### config.mk
export PLATFORM = sky130hd
export DESIGN_NAME = usb_sie_control
export DESIGN_NICKNAME = d
export VERILOG_FILES = /design/src/inc/usb_ctrl_pkg.sv /design/src/hdl/level_sync.sv /design/src/hdl/usb_sie_control.sv
export SDC_FILE = /design/constraint.sdc
export NUM_CORES = 1
export LEC_CHECK = 0
export ABC_CLOCK_PERIOD_IN_PS = 2200
export BUFFER_PORTS_ARGS = -buffer_cell sky130_fd_sc_hd__buf_2
export CAP_MARGIN = 10
export CORE_MARGIN = 2
export CORE_UTILIZATION = 48
export DETAILED_ROUTE_END_ITERATION = 8
export GPL_TIMING_DRIVEN = 0
export PLACE_DENSITY = 0.75
export SKIP_LAST_GASP = 1
export SYNTH_ARGS = -nofsm -noshare
export SYNTH_HDL_FRONTEND = slang
export SYNTH_SLANG_ARGS = --single-unit
### constraint.sdc
create_clock -name clk_in -period 2.2 [get_ports clk_in]
set_clock_uncertainty 0.2 [all_clocks]
set_input_delay 0.44 -clock clk_in [delete_from_list [all_inputs] [get_ports clk_in]]
set_output_delay 0.44 -clock clk_in [all_outputs]
set_load 0.01 [all_outputs]
### src/inc/usb_ctrl_pkg.sv
// Constants, register map and state type for the USB engine control block
//
// Contract
// - Software can read a flag showing a single-ended zero on the data lines.
// - Setting module enable starts the engine and clears all ping-pong pointers.
// - Bus pull-ups are on while module enable is set: soft attach.
// - While pointer reset is set in ping-pong mode, all pointers select even.
// - Pointer reset is ignored when the buffering mode has no ping-pong buffers.
// - A SETUP token sets packet disable and halts packet traffic; the code ignores it unless module enable is set and suspend is clear.
// - Software writing 1 to packet disable has no effect; only clearing works.
// - Once packet disable is cleared, packet traffic resumes.
// - Pending transfer status entries stay available while packets are halted.
// - While resume is set, resume signalling is driven onto the bus; the code drives it only while module enable is also set.
// - Suspend puts the engine in low power and gates its clock off.
// - While suspended the device stays attached with idle transceiver outputs; the code holds tx_idle_out low while resume is set.
package usb_ctrl_pkg;

  localparam int unsigned ADDR_W  = 4;
  localparam int unsigned DATA_W  = 8;
  localparam int unsigned NUM_PTR = 16;
  localparam int unsigned CNT_W   = 17;

  // Register offsets
  localparam logic [ADDR_W-1:0] ADDR_CONTROL = 4'h0;
  localparam logic [ADDR_W-1:0] ADDR_CONFIG  = 4'h1;
  localparam logic [ADDR_W-1:0] ADDR_PTR_LO  = 4'h2;
  localparam logic [ADDR_W-1:0] ADDR_PTR_HI  = 4'h3;
  localparam logic [ADDR_W-1:0] ADDR_STATUS  = 4'h4;

  // Control register fields
  localparam int unsigned BIT_SUSPEND  = 1;
  localparam int unsigned BIT_RESUME   = 2;
  localparam int unsigned BIT_ENABLE   = 3;
  localparam int unsigned BIT_PKT_DIS  = 4;
  localparam int unsigned BIT_SE0      = 5;
  localparam int unsigned BIT_PTR_RST  = 6;

  // Config register: buffering mode in the low two bits
  localparam int unsigned BIT_MODE_LO  = 0;
  localparam logic [1:0]  MODE_NONE    = 2'h0;

  // Status register fields
  localparam int unsigned BIT_RES_DONE = 0;
  localparam int unsigned BIT_ACTIVE   = 1;

  // Resume duration
  localparam int unsigned CLK_FREQ_HZ       = 10000000;
  localparam int unsigned RESUME_TIME_MS    = 10;
  localparam int unsigned RESUME_CYCLES_DEF = RESUME_TIME_MS * (CLK_FREQ_HZ / 1000);

  typedef struct packed {
    logic               module_enable;
    logic               suspend;
    logic               resume;
    logic               pkt_dis;
    logic               ptr_rst;
    logic [1:0]         buf_mode;
    logic [NUM_PTR-1:0] ptr;
    logic [CNT_W-1:0]   res_cnt;
    logic [DATA_W-1:0]  rdata;
  } state_type;

  localparam state_type STATE_RESET = '{
    module_enable: 1'b0,
    suspend:       1'b0,
    resume:        1'b0,
    pkt_dis:       1'b0,
    ptr_rst:       1'b0,
    buf_mode:      2'h0,
    ptr:           16'h0000,
    res_cnt:       17'h00000,
    rdata:         8'h00
  };

endpackage

### src/hdl/level_sync.sv
// Two-stage synchroniser for one level
`timescale 1ns/10ps
module level_sync
(
  input  wire logic clk_in,
  input  wire logic nrst_in,
  input  wire logic level_in,
  output logic      level_out
);
  typedef struct packed {
    logic s1;
    logic s2;
  } sync_type;

  sync_type q;
  sync_type d;

  always_comb
  begin
    d.s1 = level_in;
    d.s2 = q.s1;
  end

  always_ff @(posedge clk_in)
  begin
    if (!nrst_in)
    begin
      q <= '0;
    end
    else
    begin
      q <= d;
    end
  end

  assign level_out = q.s2;
endmodule

### src/hdl/usb_sie_control.sv
// Control logic of the USB serial interface engine: enable, pointers, packet halt, resume
//
// The register offsets and strobed register access were chosen for this implementation.
`timescale 1ns/10ps
module usb_sie_control
#(
  parameter int unsigned RESUME_CYCLES = usb_ctrl_pkg::RESUME_CYCLES_DEF
)
(
  input  wire logic                             clk_in,
  input  wire logic                             nrst_in,
  input  wire logic [usb_ctrl_pkg::ADDR_W-1:0]  addr_in,
  input  wire logic [usb_ctrl_pkg::DATA_W-1:0]  wdata_in,
  input  wire logic                             wr_in,
  input  wire logic                             rd_in,
  output logic      [usb_ctrl_pkg::DATA_W-1:0]  rdata_out,
  input  wire logic                             dp_in,
  input  wire logic                             dm_in,
  input  wire logic                             setup_token_in,
  input  wire logic [usb_ctrl_pkg::NUM_PTR-1:0] ptr_toggle_in,
  output logic      [usb_ctrl_pkg::NUM_PTR-1:0] pingpong_buffer_pointer_out,
  output logic                                  engine_clk_en_out,
  output logic                                  low_power_out,
  output logic                                  pullup_en_out,
  output logic                                  packet_halt_out,
  output logic                                  resume_drive_out,
  output logic                                  tx_idle_out
);
  import usb_ctrl_pkg::*;

  state_type        q;
  state_type        d;
  logic             se0_raw;
  logic             se0_sync;
  logic             ctrl_wr;
  logic             cfg_wr;
  logic             active;
  logic             res_done;
  logic [CNT_W-1:0] res_target;

  // Both lines low is a single-ended zero
  assign se0_raw = ~dp_in & ~dm_in;

  level_sync se0_sync_inst
  (
    .clk_in    (clk_in),
    .nrst_in   (nrst_in),
    .level_in  (se0_raw),
    .level_out (se0_sync)
  );

  assign ctrl_wr    = wr_in && (addr_in == ADDR_CONTROL);
  assign cfg_wr     = wr_in && (addr_in == ADDR_CONFIG);
  assign active     = q.module_enable && !q.suspend;
  assign res_target = CNT_W'(RESUME_CYCLES);
  assign res_done   = q.resume && (q.res_cnt == res_target);

  always_comb
  begin
    d       = q;
    d.rdata = '0;

    // Pointers advance only while packets flow
    if (active && !q.pkt_dis)
    begin
      d.ptr = q.ptr ^ ptr_toggle_in;
    end

    if (ctrl_wr)
    begin
      d.suspend       = wdata_in[BIT_SUSPEND];
      d.resume        = wdata_in[BIT_RESUME];
      d.module_enable = wdata_in[BIT_ENABLE];
      d.ptr_rst       = wdata_in[BIT_PTR_RST];
      // Only a zero is honoured on the packet disable flag
      if (!wdata_in[BIT_PKT_DIS])
      begin
        d.pkt_dis = 1'b0;
      end
      // Turning the module on starts from even buffers
      if (wdata_in[BIT_ENABLE] && !q.module_enable)
      begin
        d.ptr = '0;
      end
    end
    else if (cfg_wr)
    begin
      d.buf_mode = wdata_in[BIT_MODE_LO +: 2];
    end

    // A SETUP token beats a simultaneous software clear
    if (active && setup_token_in)
    begin
      d.pkt_dis = 1'b1;
    end

    // Pointer reset is honoured only in ping-pong modes
    if (q.ptr_rst && (q.buf_mode != MODE_NONE))
    begin
      d.ptr = '0;
    end

    // Measure how long the resume bit has been held, whether or not module enable drives signalling
    if (q.resume)
    begin
      if (q.res_cnt != res_target)
      begin
        d.res_cnt = q.res_cnt + CNT_W'(1);
      end
    end
    else
    begin
      d.res_cnt = '0;
    end

    if (rd_in)
    begin
      if (addr_in == ADDR_CONTROL)
      begin
        d.rdata[BIT_SUSPEND] = q.suspend;
        d.rdata[BIT_RESUME]  = q.resume;
        d.rdata[BIT_ENABLE]  = q.module_enable;
        d.rdata[BIT_PKT_DIS] = q.pkt_dis;
        d.rdata[BIT_SE0]     = se0_sync;
        d.rdata[BIT_PTR_RST] = q.ptr_rst;
      end
      else if (addr_in == ADDR_CONFIG)
      begin
        d.rdata[BIT_MODE_LO +: 2] = q.buf_mode;
      end
      else if (addr_in == ADDR_PTR_LO)
      begin
        d.rdata = q.ptr[7:0];
      end
      else if (addr_in == ADDR_PTR_HI)
      begin
        d.rdata = q.ptr[15:8];
      end
      else if (addr_in == ADDR_STATUS)
      begin
        d.rdata[BIT_RES_DONE] = res_done;
        d.rdata[BIT_ACTIVE]   = active;
      end
      else
      begin
        d.rdata = '0;
      end
    end
  end

  always_ff @(posedge clk_in)
  begin
    if (!nrst_in)
    begin
      q <= STATE_RESET;
    end
    else
    begin
      q <= d;
    end
  end

  assign rdata_out                   = q.rdata;
  assign pingpong_buffer_pointer_out = q.ptr;
  // Suspend gates the engine clock and enters low power
  assign engine_clk_en_out           = active;
  assign low_power_out               = q.suspend;
  // Pull-ups follow enable alone, so suspend keeps the device attached
  assign pullup_en_out               = q.module_enable;
  // Halt stops new packets only; the transfer status queue is never flushed here
  assign packet_halt_out             = q.pkt_dis;
  assign resume_drive_out            = q.module_enable && q.resume;
  assign tx_idle_out                 = q.suspend && !q.resume;
endmodule

Word-level counts from Yosys, hierarchy flattened
Index checks and enable logic that the tools add are counted.

Register bits: 50. Output and inout port bits: 30. Word-level logic and storage cells: 64.

Add/subtract/negate cells: 1. Equality and inequality tests: 7. Multiplexer cells: 12. Bitwise gates (word level): 7. Reduce and logical (&&, ||, !) cells: 24.

Operators with widths (count): two-way mux 16 bit (3); adder 17 x 1 -> 17 bit (second input constant) (1); == test 17 bit (second input constant) (1); inequality test 17 bit (second input constant) (1); two-way mux 8 bit (2); XOR 16 bit (1); logical AND 1 bit (10); == test 4 x 2 -> 1 bit (second input constant) (2); AND reduction 2 bit (4); two-way mux 2 bit (3); two-way mux 6 bit (1); two-way mux 5 bit (1); NOT 1 bit (5); == test 4 x 1 -> 1 bit (second input constant) (1); == test 4 x 3 -> 1 bit (second input constant) (1); zero test 1 bit (4); zero test 4 bit (1); nonzero test 2 bit (2); OR reduction 4 bit (1); OR reduction 3 bit (1); two-way mux 1 bit (2); inequality test 2 x 1 -> 1 bit (second input constant) (1); OR reduction 2 bit (1); AND 1 bit (1).

Logic depth before layout (Yosys ltp)
Gate-level depths: netlist of the first run.

Depth after elaboration: 7. Gate-level depth with buffers: 6.

Hierarchy
Synthesis of the first run repeated with hierarchy kept, for this count alone.

Cells, all modules: 276. Area, all modules: 2411.1 um^2.

Modules (own cells, without submodules): usb_sie_control (instances 1, cells each 272, area each 2358.5 um^2); level_sync (instances 1, cells each 4, area each 52.6 um^2).

Worst setup path before layout of the first run
OpenSTA, ideal clock, no wires.

Path type: input to register. From: input port addr_in[1] (netlist name). To: register q (netlist bit pingpong_buffer_pointer_out[10]). Arrival time: 1.477 ns. Path slack: 0.409 ns. Stages: 5. Cells stage by stage: nor4b_4 -> nand2b_4 -> o311ai_4 -> buf_6 -> nor2_1.

Longest elaborated chain between the ends: 3.

RTL lines: start: declaration (line usb_sie_control.sv:12) `input wire logic [usb_ctrl_pkg::ADDR_W-1:0] addr_in,`; zero test 4 bit (line usb_sie_control.sv:52) `assign ctrl_wr = wr_in && (addr_in == ADDR_CONTROL);`; logical AND 1 bit (line usb_sie_control.sv:52); two-way mux 16 bit (line usb_sie_control.sv:69) `if (ctrl_wr)`; end signal: assignment (line usb_sie_control.sv:155) `q <= STATE_RESET;`; end signal: assignment (line usb_sie_control.sv:159) `q <= d;`; end: declaration (line usb_sie_control.sv:31) `state_type q;`.

Every way passes these cells. A chain may end at the register's enable or synchronous reset.

Final worst setup path of the first run
From: register q[45] (netlist name). To: output port resume_drive_out.

Longest elaborated chain between the ends: 1.

RTL lines: logical AND 1 bit (line usb_sie_control.sv:172) `assign resume_drive_out = q.module_enable && q.resume;`; end: declaration (line usb_sie_control.sv:26) `output logic resume_drive_out,`.

Every way passes these cells.

==> results of run 1 <==
==> final timing paths <==
check,start,end,slack (ns)
min,dm_in,se0_sync_inst.d[0],0.08
max,q[45],resume_drive_out,0.28
min reg2reg,se0_sync_inst.d[0],se0_sync_inst.level_out,0.24
max reg2reg,pullup_en_out,pingpong_buffer_pointer_out[12],0.30
==> power by group <==
group | leakage (nW) | internal, mW | switching, mW | total, mW
clock network | 0.0524 | 0.340 | 0.285 | 0.626
logic | 0.777 | 0.0478 | 0.0499 | 0.0977
registers | 0.403 | 0.910 | 0.00481 | 0.915
==> cell type report <==
cell class	count	area [µm²]	share of cell area, %
well taps	67	83.8	2.88
repair buffers	61	305	10.5
plain buffers	32	220	7.57
inverters	5	18.8	0.645
clock buffers	7	76.3	2.62
flip-flops and latches	50	1000	34.4
clock inverters	1	30.0	1.03
multi-input cells	188	1170	40.4
==> state kept, by name, indices dropped and copies added (netlist names) <==
name	cells
q	21
low_power_out	1
pullup_en_out	1
pingpong_buffer_pointer_out	16
rdata_out	8
se0_sync_inst.level_out	1
packet_halt_out	1
se0_sync_inst.d	1
==> metrics by stage <==
step	util [%]	instances
CTS	60.8	411
detailed placement	58.6	403
finish	60.8	411
floorplan	-	275
global placement	58.6	403
global route	60.8	411
==> cell families (layout without fill, tap and decap cells) <==
logic type	count (synthesis)	after routing	synth area share [%]
buf+inv	37	106	9.90
mux	7	7	3.16
simple gates	119	119	24.8
compound gates	35	35	10.6
fa+ha+maj	2	2	1.04
flops	50	50	41.5
xor+xnor	25	25	9.07
==> cell usage in the layout, fill, tap and decap left out, types with 2 or more instances in the layout <==
cell,netlist,final
nand4_1,5,5
mux2i_1,2,2
o32a_1,2,2
xnor2_1,5,5
or3_1,4,4
and4_1,2,2
clkbuf_8,0,5
buf_2,2,63
clkbuf_1,5,7
and2_1,2,2
nand2_1,35,35
mux2_2,5,5
inv_1,5,5
nor3b_1,2,2
dfxtp_1,50,50
nand3b_1,2,2
a31oi_1,2,2
xor2_1,20,20
a211oi_1,2,2
nor3_1,6,6
buf_4,24,24
a22oi_1,5,5
a21oi_1,7,7
a21boi_0,8,8
nand2b_1,2,2
nor2b_1,4,4
nand3_1,10,10
nor2_1,37,37
ha_1,2,2
nor4bb_1,3,3
o21ai_0,6,6
==> layer usage <==
metal | track usage (%) | routed length, µm
met1 | 25.8 | 2390
met2 | 33.1 | 2540
met4 | 4.76 | 46
met3 | 4.69 | 245
met5 | 0 | 0
==> out/qor.txt, run 1 <==
Synth top area cells: dfxtp_1 (41%), buf_4 (7.5%), xor2_1 (7.3%)
Initial Util: 50.5%
CTS buffer count: 5
Post-synth top cells: dfxtp_1 (50), nor2_1 (37), nand2_1 (35)
Yosys warnings: 0
Drt first pass iters: 5
First-pass GRT wire length: 8480 µm
Setup crit start kind: flip-flop
Status: finished, final reports clean
RSZ-0062 raised after global routing: no
Worst-path cell chain: clkbuf_1 -> and2_1 -> buf_2
Worst-margin pin slew: 0.476 ns
Dpl cell area: 0.00280 mm²
Area growth from synthesis to layout: 20.5%
CTS tree: done
Placer Congestion: 0.818
Worst ir drop on vdd: 386 µV
Syn nets: 312
Post-synth top area cell: dfxtp_1
Clk buf depth: 2
DRT Wirelength: 5220 µm
Largest net degree at the start of global routing: 15
Total gr overflow: 0
Post-layout min period: 1.92 ns
Slew headroom: 68.1%
Slew Viols, Final: 0
Count leader, synth: dfxtp_1
Hold Fails Final Rpt: 0
Drc violations: 0
Routed len/inst: 12.7 µm
Initial DRC count: 102
Predominant post-synthesis flop cell: dfxtp_1
CTS clk-pin slew, worst paths: 0.08 ns
Diodes inserted: 0
CP endpoint kind: output pin
CP required: 1.56 ns
Layout cell share with drive strength beyond 1: 30.2%
Clock latency at the later pin of the worst-skew pair: 0.30 ns
Die Ht: 74.9 µm
Cell Area, Synth: 0.00241 mm²
Dpl ws: 0.0380 ns
Die area: 0.00561 mm²
Design area: 0.00291 mm²
Worst Reg-to-Reg Cells: 5
Final worst slack: 0.284 ns
Worst-path fanout max: 8
FFs w/ async S/R, synth: 0%
Root Buffer: clkbuf_8
Critical Path AT: 1.28 ns
H-tree depth: 2
Site row count: 25
Post-route ant nets: 0
PostCTS Resize Cnt: 0
Nets: 380
I/O pins: 65
DIE WIDTH: 74.9 µm
Vias: 2040
Leak Pwr: 1.23 nW
# fillers: 424
Levels on crit path: 3
Detailed Place HPWL: 3890 µm
Post-synthesis register bit count: 50
CP Buf/Inv Count: 2
Worst hold slack: 0.0849 ns
Average size of a mapped cell: 8.78 µm²
Hold Path Depth: 2
Max Clock Freq: 522 MHz
Number of antenna violations at the first check in global routing: 0
Fin Setup TNS: 0 ns
Final period utilization: 87.1%
Post-synth top area share: 41.5%
Post-synth EDFFs: 0
CTS Hold Bufs: 0
Top Family by Delay on Critical Path: buffers and inverters
Sinks on Clock Net: 50
Hold Crit Class: in -> reg
Sequential fraction of the synthesis area: 41.5%
Gr usage total: 19.8%
Avg Vias per Cell: 4.96
Final setup vio count: 0
Cell at the slowest stage of the critical path: clkbuf_1
Number of library cell types mapped by synthesis: 39
CP peak stage delay: 0.35 ns
Critical path class: reg -> out
CORE AREA: 0.00479 mm²
Setup Buffers After CTS: 0
Pwr/cell area: 563 mW/mm²
Design Power: 1.64 mW
Post-Synthesis Cells: 275
Port Buffer Count: 61
Vias in the first global route: 1839
Max_cap viols: 0
Note: power is estimated with default switching activity, not from simulation.
==> inputs of run 2 (changes only) <==
--- a/config.mk
+++ b/config.mk
@@ -12,7 +12,7 @@
 export CORE_UTILIZATION = 48
 export DETAILED_ROUTE_END_ITERATION = 8
 export GPL_TIMING_DRIVEN = 0
-export PLACE_DENSITY = 0.75
+export PLACE_DENSITY = 0.82
 export SKIP_LAST_GASP = 1
 export SYNTH_ARGS = -nofsm -noshare
 export SYNTH_HDL_FRONTEND = slang
==> run 2 against run 1 <==
  * Final area increased by 0.13%
  * Routed wire length down 4.5%
  * Fmax is 1.4% higher
  * Hold slack improved by 0.0057 ns
  * Register-to-register slack better by 0.02 ns
  * Critical endpoint is now engine_clk_en_out
  * Largest power group unchanged
  * Highest routed layer unchanged
==> out/qor.txt, run 2 (synthesized netlist as in run 1, its figures left out) <==
H-tree depth: 2 (unchanged)
Die area: 0.00561 mm² (unchanged)
Post-route ant nets: 0 (unchanged)
Worst ir drop on vdd: 284 µV (was 386 µV)
Slew Viols, Final: 0 (unchanged)
CTS tree: done (unchanged)
Worst Reg-to-Reg Cells: 6 (was 5)
Routed len/inst: 12.1 µm (was 12.7 µm)
I/O pins: 65 (unchanged)
Vias: 2036 (was 2040)
Most frequent cells in the layout: buf_2 (63), dfxtp_1 (50), nor2_1 (37), nand2_1 (35), buf_4 (24) (unchanged)
Drt first pass iters: 4 (was 5)
Worst Hold End: se0_sync_inst.d[0] (unchanged)
Pwr/cell area: 555 mW/mm² (was 563 mW/mm²)
DIE WIDTH: 74.9 µm (unchanged)
Area growth from synthesis to layout: 20.7% (was 20.5%)
First-pass GRT wire length: 8410 µm (was 8480 µm)
Final period utilization: 85.9% (was 87.1%)
Hold Crit Class: in -> reg (unchanged)
Initial DRC count: 132 (was 102)
Avg Vias per Cell: 4.95 (was 4.96)
Setup slack, reg-to-reg: 0.32 ns (was 0.30 ns)
CORE AREA: 0.00479 mm² (unchanged)
Status: finished, final reports clean (unchanged)
Critical path class: reg -> out (unchanged)
Die Ht: 74.9 µm (unchanged)
Dpl cells: 403 (unchanged)
PostCTS Resize Cnt: 0 (unchanged)
Number of antenna violations at the first check in global routing: 0 (unchanged)
Setup crit start kind: flip-flop (unchanged)
Final cell count without fillers: 411 (unchanged)
Port Buffer Count: 61 (unchanged)
Top reg by flops: q (unchanged)
Site row count: 25 (unchanged)
Worst reg2reg path endpoint: rdata_out[0] (was pingpong_buffer_pointer_out[12])
Diodes inserted: 0 (unchanged)
Total gr overflow: 0 (unchanged)
Clock latency at the later pin of the worst-skew pair: 0.29 ns (was 0.30 ns)
Final worst slack: 0.310 ns (was 0.284 ns)
Worst-margin pin slew: 0.478 ns (was 0.476 ns)
Max_cap viols: 0 (unchanged)
Setup Buffers After CTS: 0 (unchanged)
CP endpoint kind: output pin (unchanged)
Worst-path fanout max: 7 (was 8)
Sinks on Clock Net: 50 (unchanged)
Root Buffer: clkbuf_8 (unchanged)
Largest net degree at the start of global routing: 15 (unchanged)
Critical Path AT: 1.25 ns (was 1.28 ns)
Placer Congestion: 0.812 (was 0.818)
CP required: 1.56 ns (about the same)
Worst r2r src: q[8] (was pullup_en_out)
CTS buffer count: 5 (unchanged)
Max reg flops: 21 (unchanged)
RSZ-0062 raised after global routing: no (unchanged)
Hold path start: dm_in (unchanged)
CTS Hold Bufs: 0 (unchanged)
Nets: 380 (unchanged)
Max Clock Freq: 529 MHz (was 522 MHz)
Leak Pwr: 1.24 nW (was 1.23 nW)
Layout cell share with drive strength beyond 1: 30.8% (was 30.2%)
Gr usage total: 19.4% (was 19.8%)
Dpl ws: 0.0465 ns (was 0.0380 ns)
Vias in the first global route: 1835 (was 1839)
CTS clk-pin slew, worst paths: 0.09 ns (was 0.08 ns)
Hold Fails Final Rpt: 0 (unchanged)
DRT Wirelength: 4990 µm (was 5220 µm)
Initial Util: 50.5% (unchanged)
Drc violations: 0 (unchanged)
Detailed Place HPWL: 3810 µm (was 3890 µm)
Fin Setup TNS: 0 ns (unchanged)
Hold Path Depth: 2 (unchanged)
Slew headroom: 68.0% (was 68.1%)
Most common cell after layout, fill and taps aside: buf_2 (unchanged)
Final setup vio count: 0 (unchanged)
Clk buf depth: 2 (unchanged)
Post-layout min period: 1.89 ns (was 1.92 ns)
-- run 2: area by class of cell --
cell class	instances	area [µm²]
multi-input cells	188	1170
flip-flops and latches	50	1000
fillers	420	1870
inverters	5	18.8
clock buffers	8	110
plain buffers	32	220
repair buffers	61	305
well taps	67	83.8
-- run 2: layer usage --
| metal | track usage [%] | up-vias | routed length [µm] |
|---|---|---|---|
| li1 | - | 1044 | - |
| met1 | 27.4 | 923 | 2360 |
| met2 | 30.4 | 64 | 2320 |
| met3 | 2.81 | 5 | 255 |
| met4 | 6.55 | 0 | 55 |
| met5 | 0 | - | 0 |
-- run 2: where the power goes --
part | total (mW) | internal (mW) | switching, mW
Sequential | 0.914 | 0.910 | 0.00464
Combinational | 0.0977 | 0.0478 | 0.0499
Clock | 0.604 | 0.318 | 0.286
-- run 2: worst max path at each step --
stage | from | endpoint | slack [ns] | depth (start not counted)
after CTS | pullup_en_out | engine_clk_en_out | 0.28 | 2
after floorplan | addr_in[1] | pingpong_buffer_pointer_out[10] | 0.41 | 5
after global routing | pullup_en_out | pingpong_buffer_pointer_out[13] | 0.17 | 5
after global placement | addr_in[1] | pingpong_buffer_pointer_out[9] | 0.06 | 6
after detailed placement | addr_in[1] | pingpong_buffer_pointer_out[11] | 0.05 | 6
final | pullup_en_out | engine_clk_en_out | 0.31 | 2
-- run 2: stage by stage --
step	total power, mW	utilization (%)	area (µm²)	hold WS [ns]
6_report	1.62	60.9	2910	0.0906
5_1_grt	1.68	60.9	2910	0.0949
4_1_cts	1.63	60.9	2910	0.0880
3_5_place_dp	1.03	58.6	2800	0.224
3_3_place_gp	1.03	58.6	2800	0.218
2_1_floorplan	0.986	-	2410	0.212
-- run 2: worst max-delay path, cell delays in order (launching register included) --
cell	delay (ns)
dfxtp_1	0.47
nor2b_1	0.30
buf_2	0.18
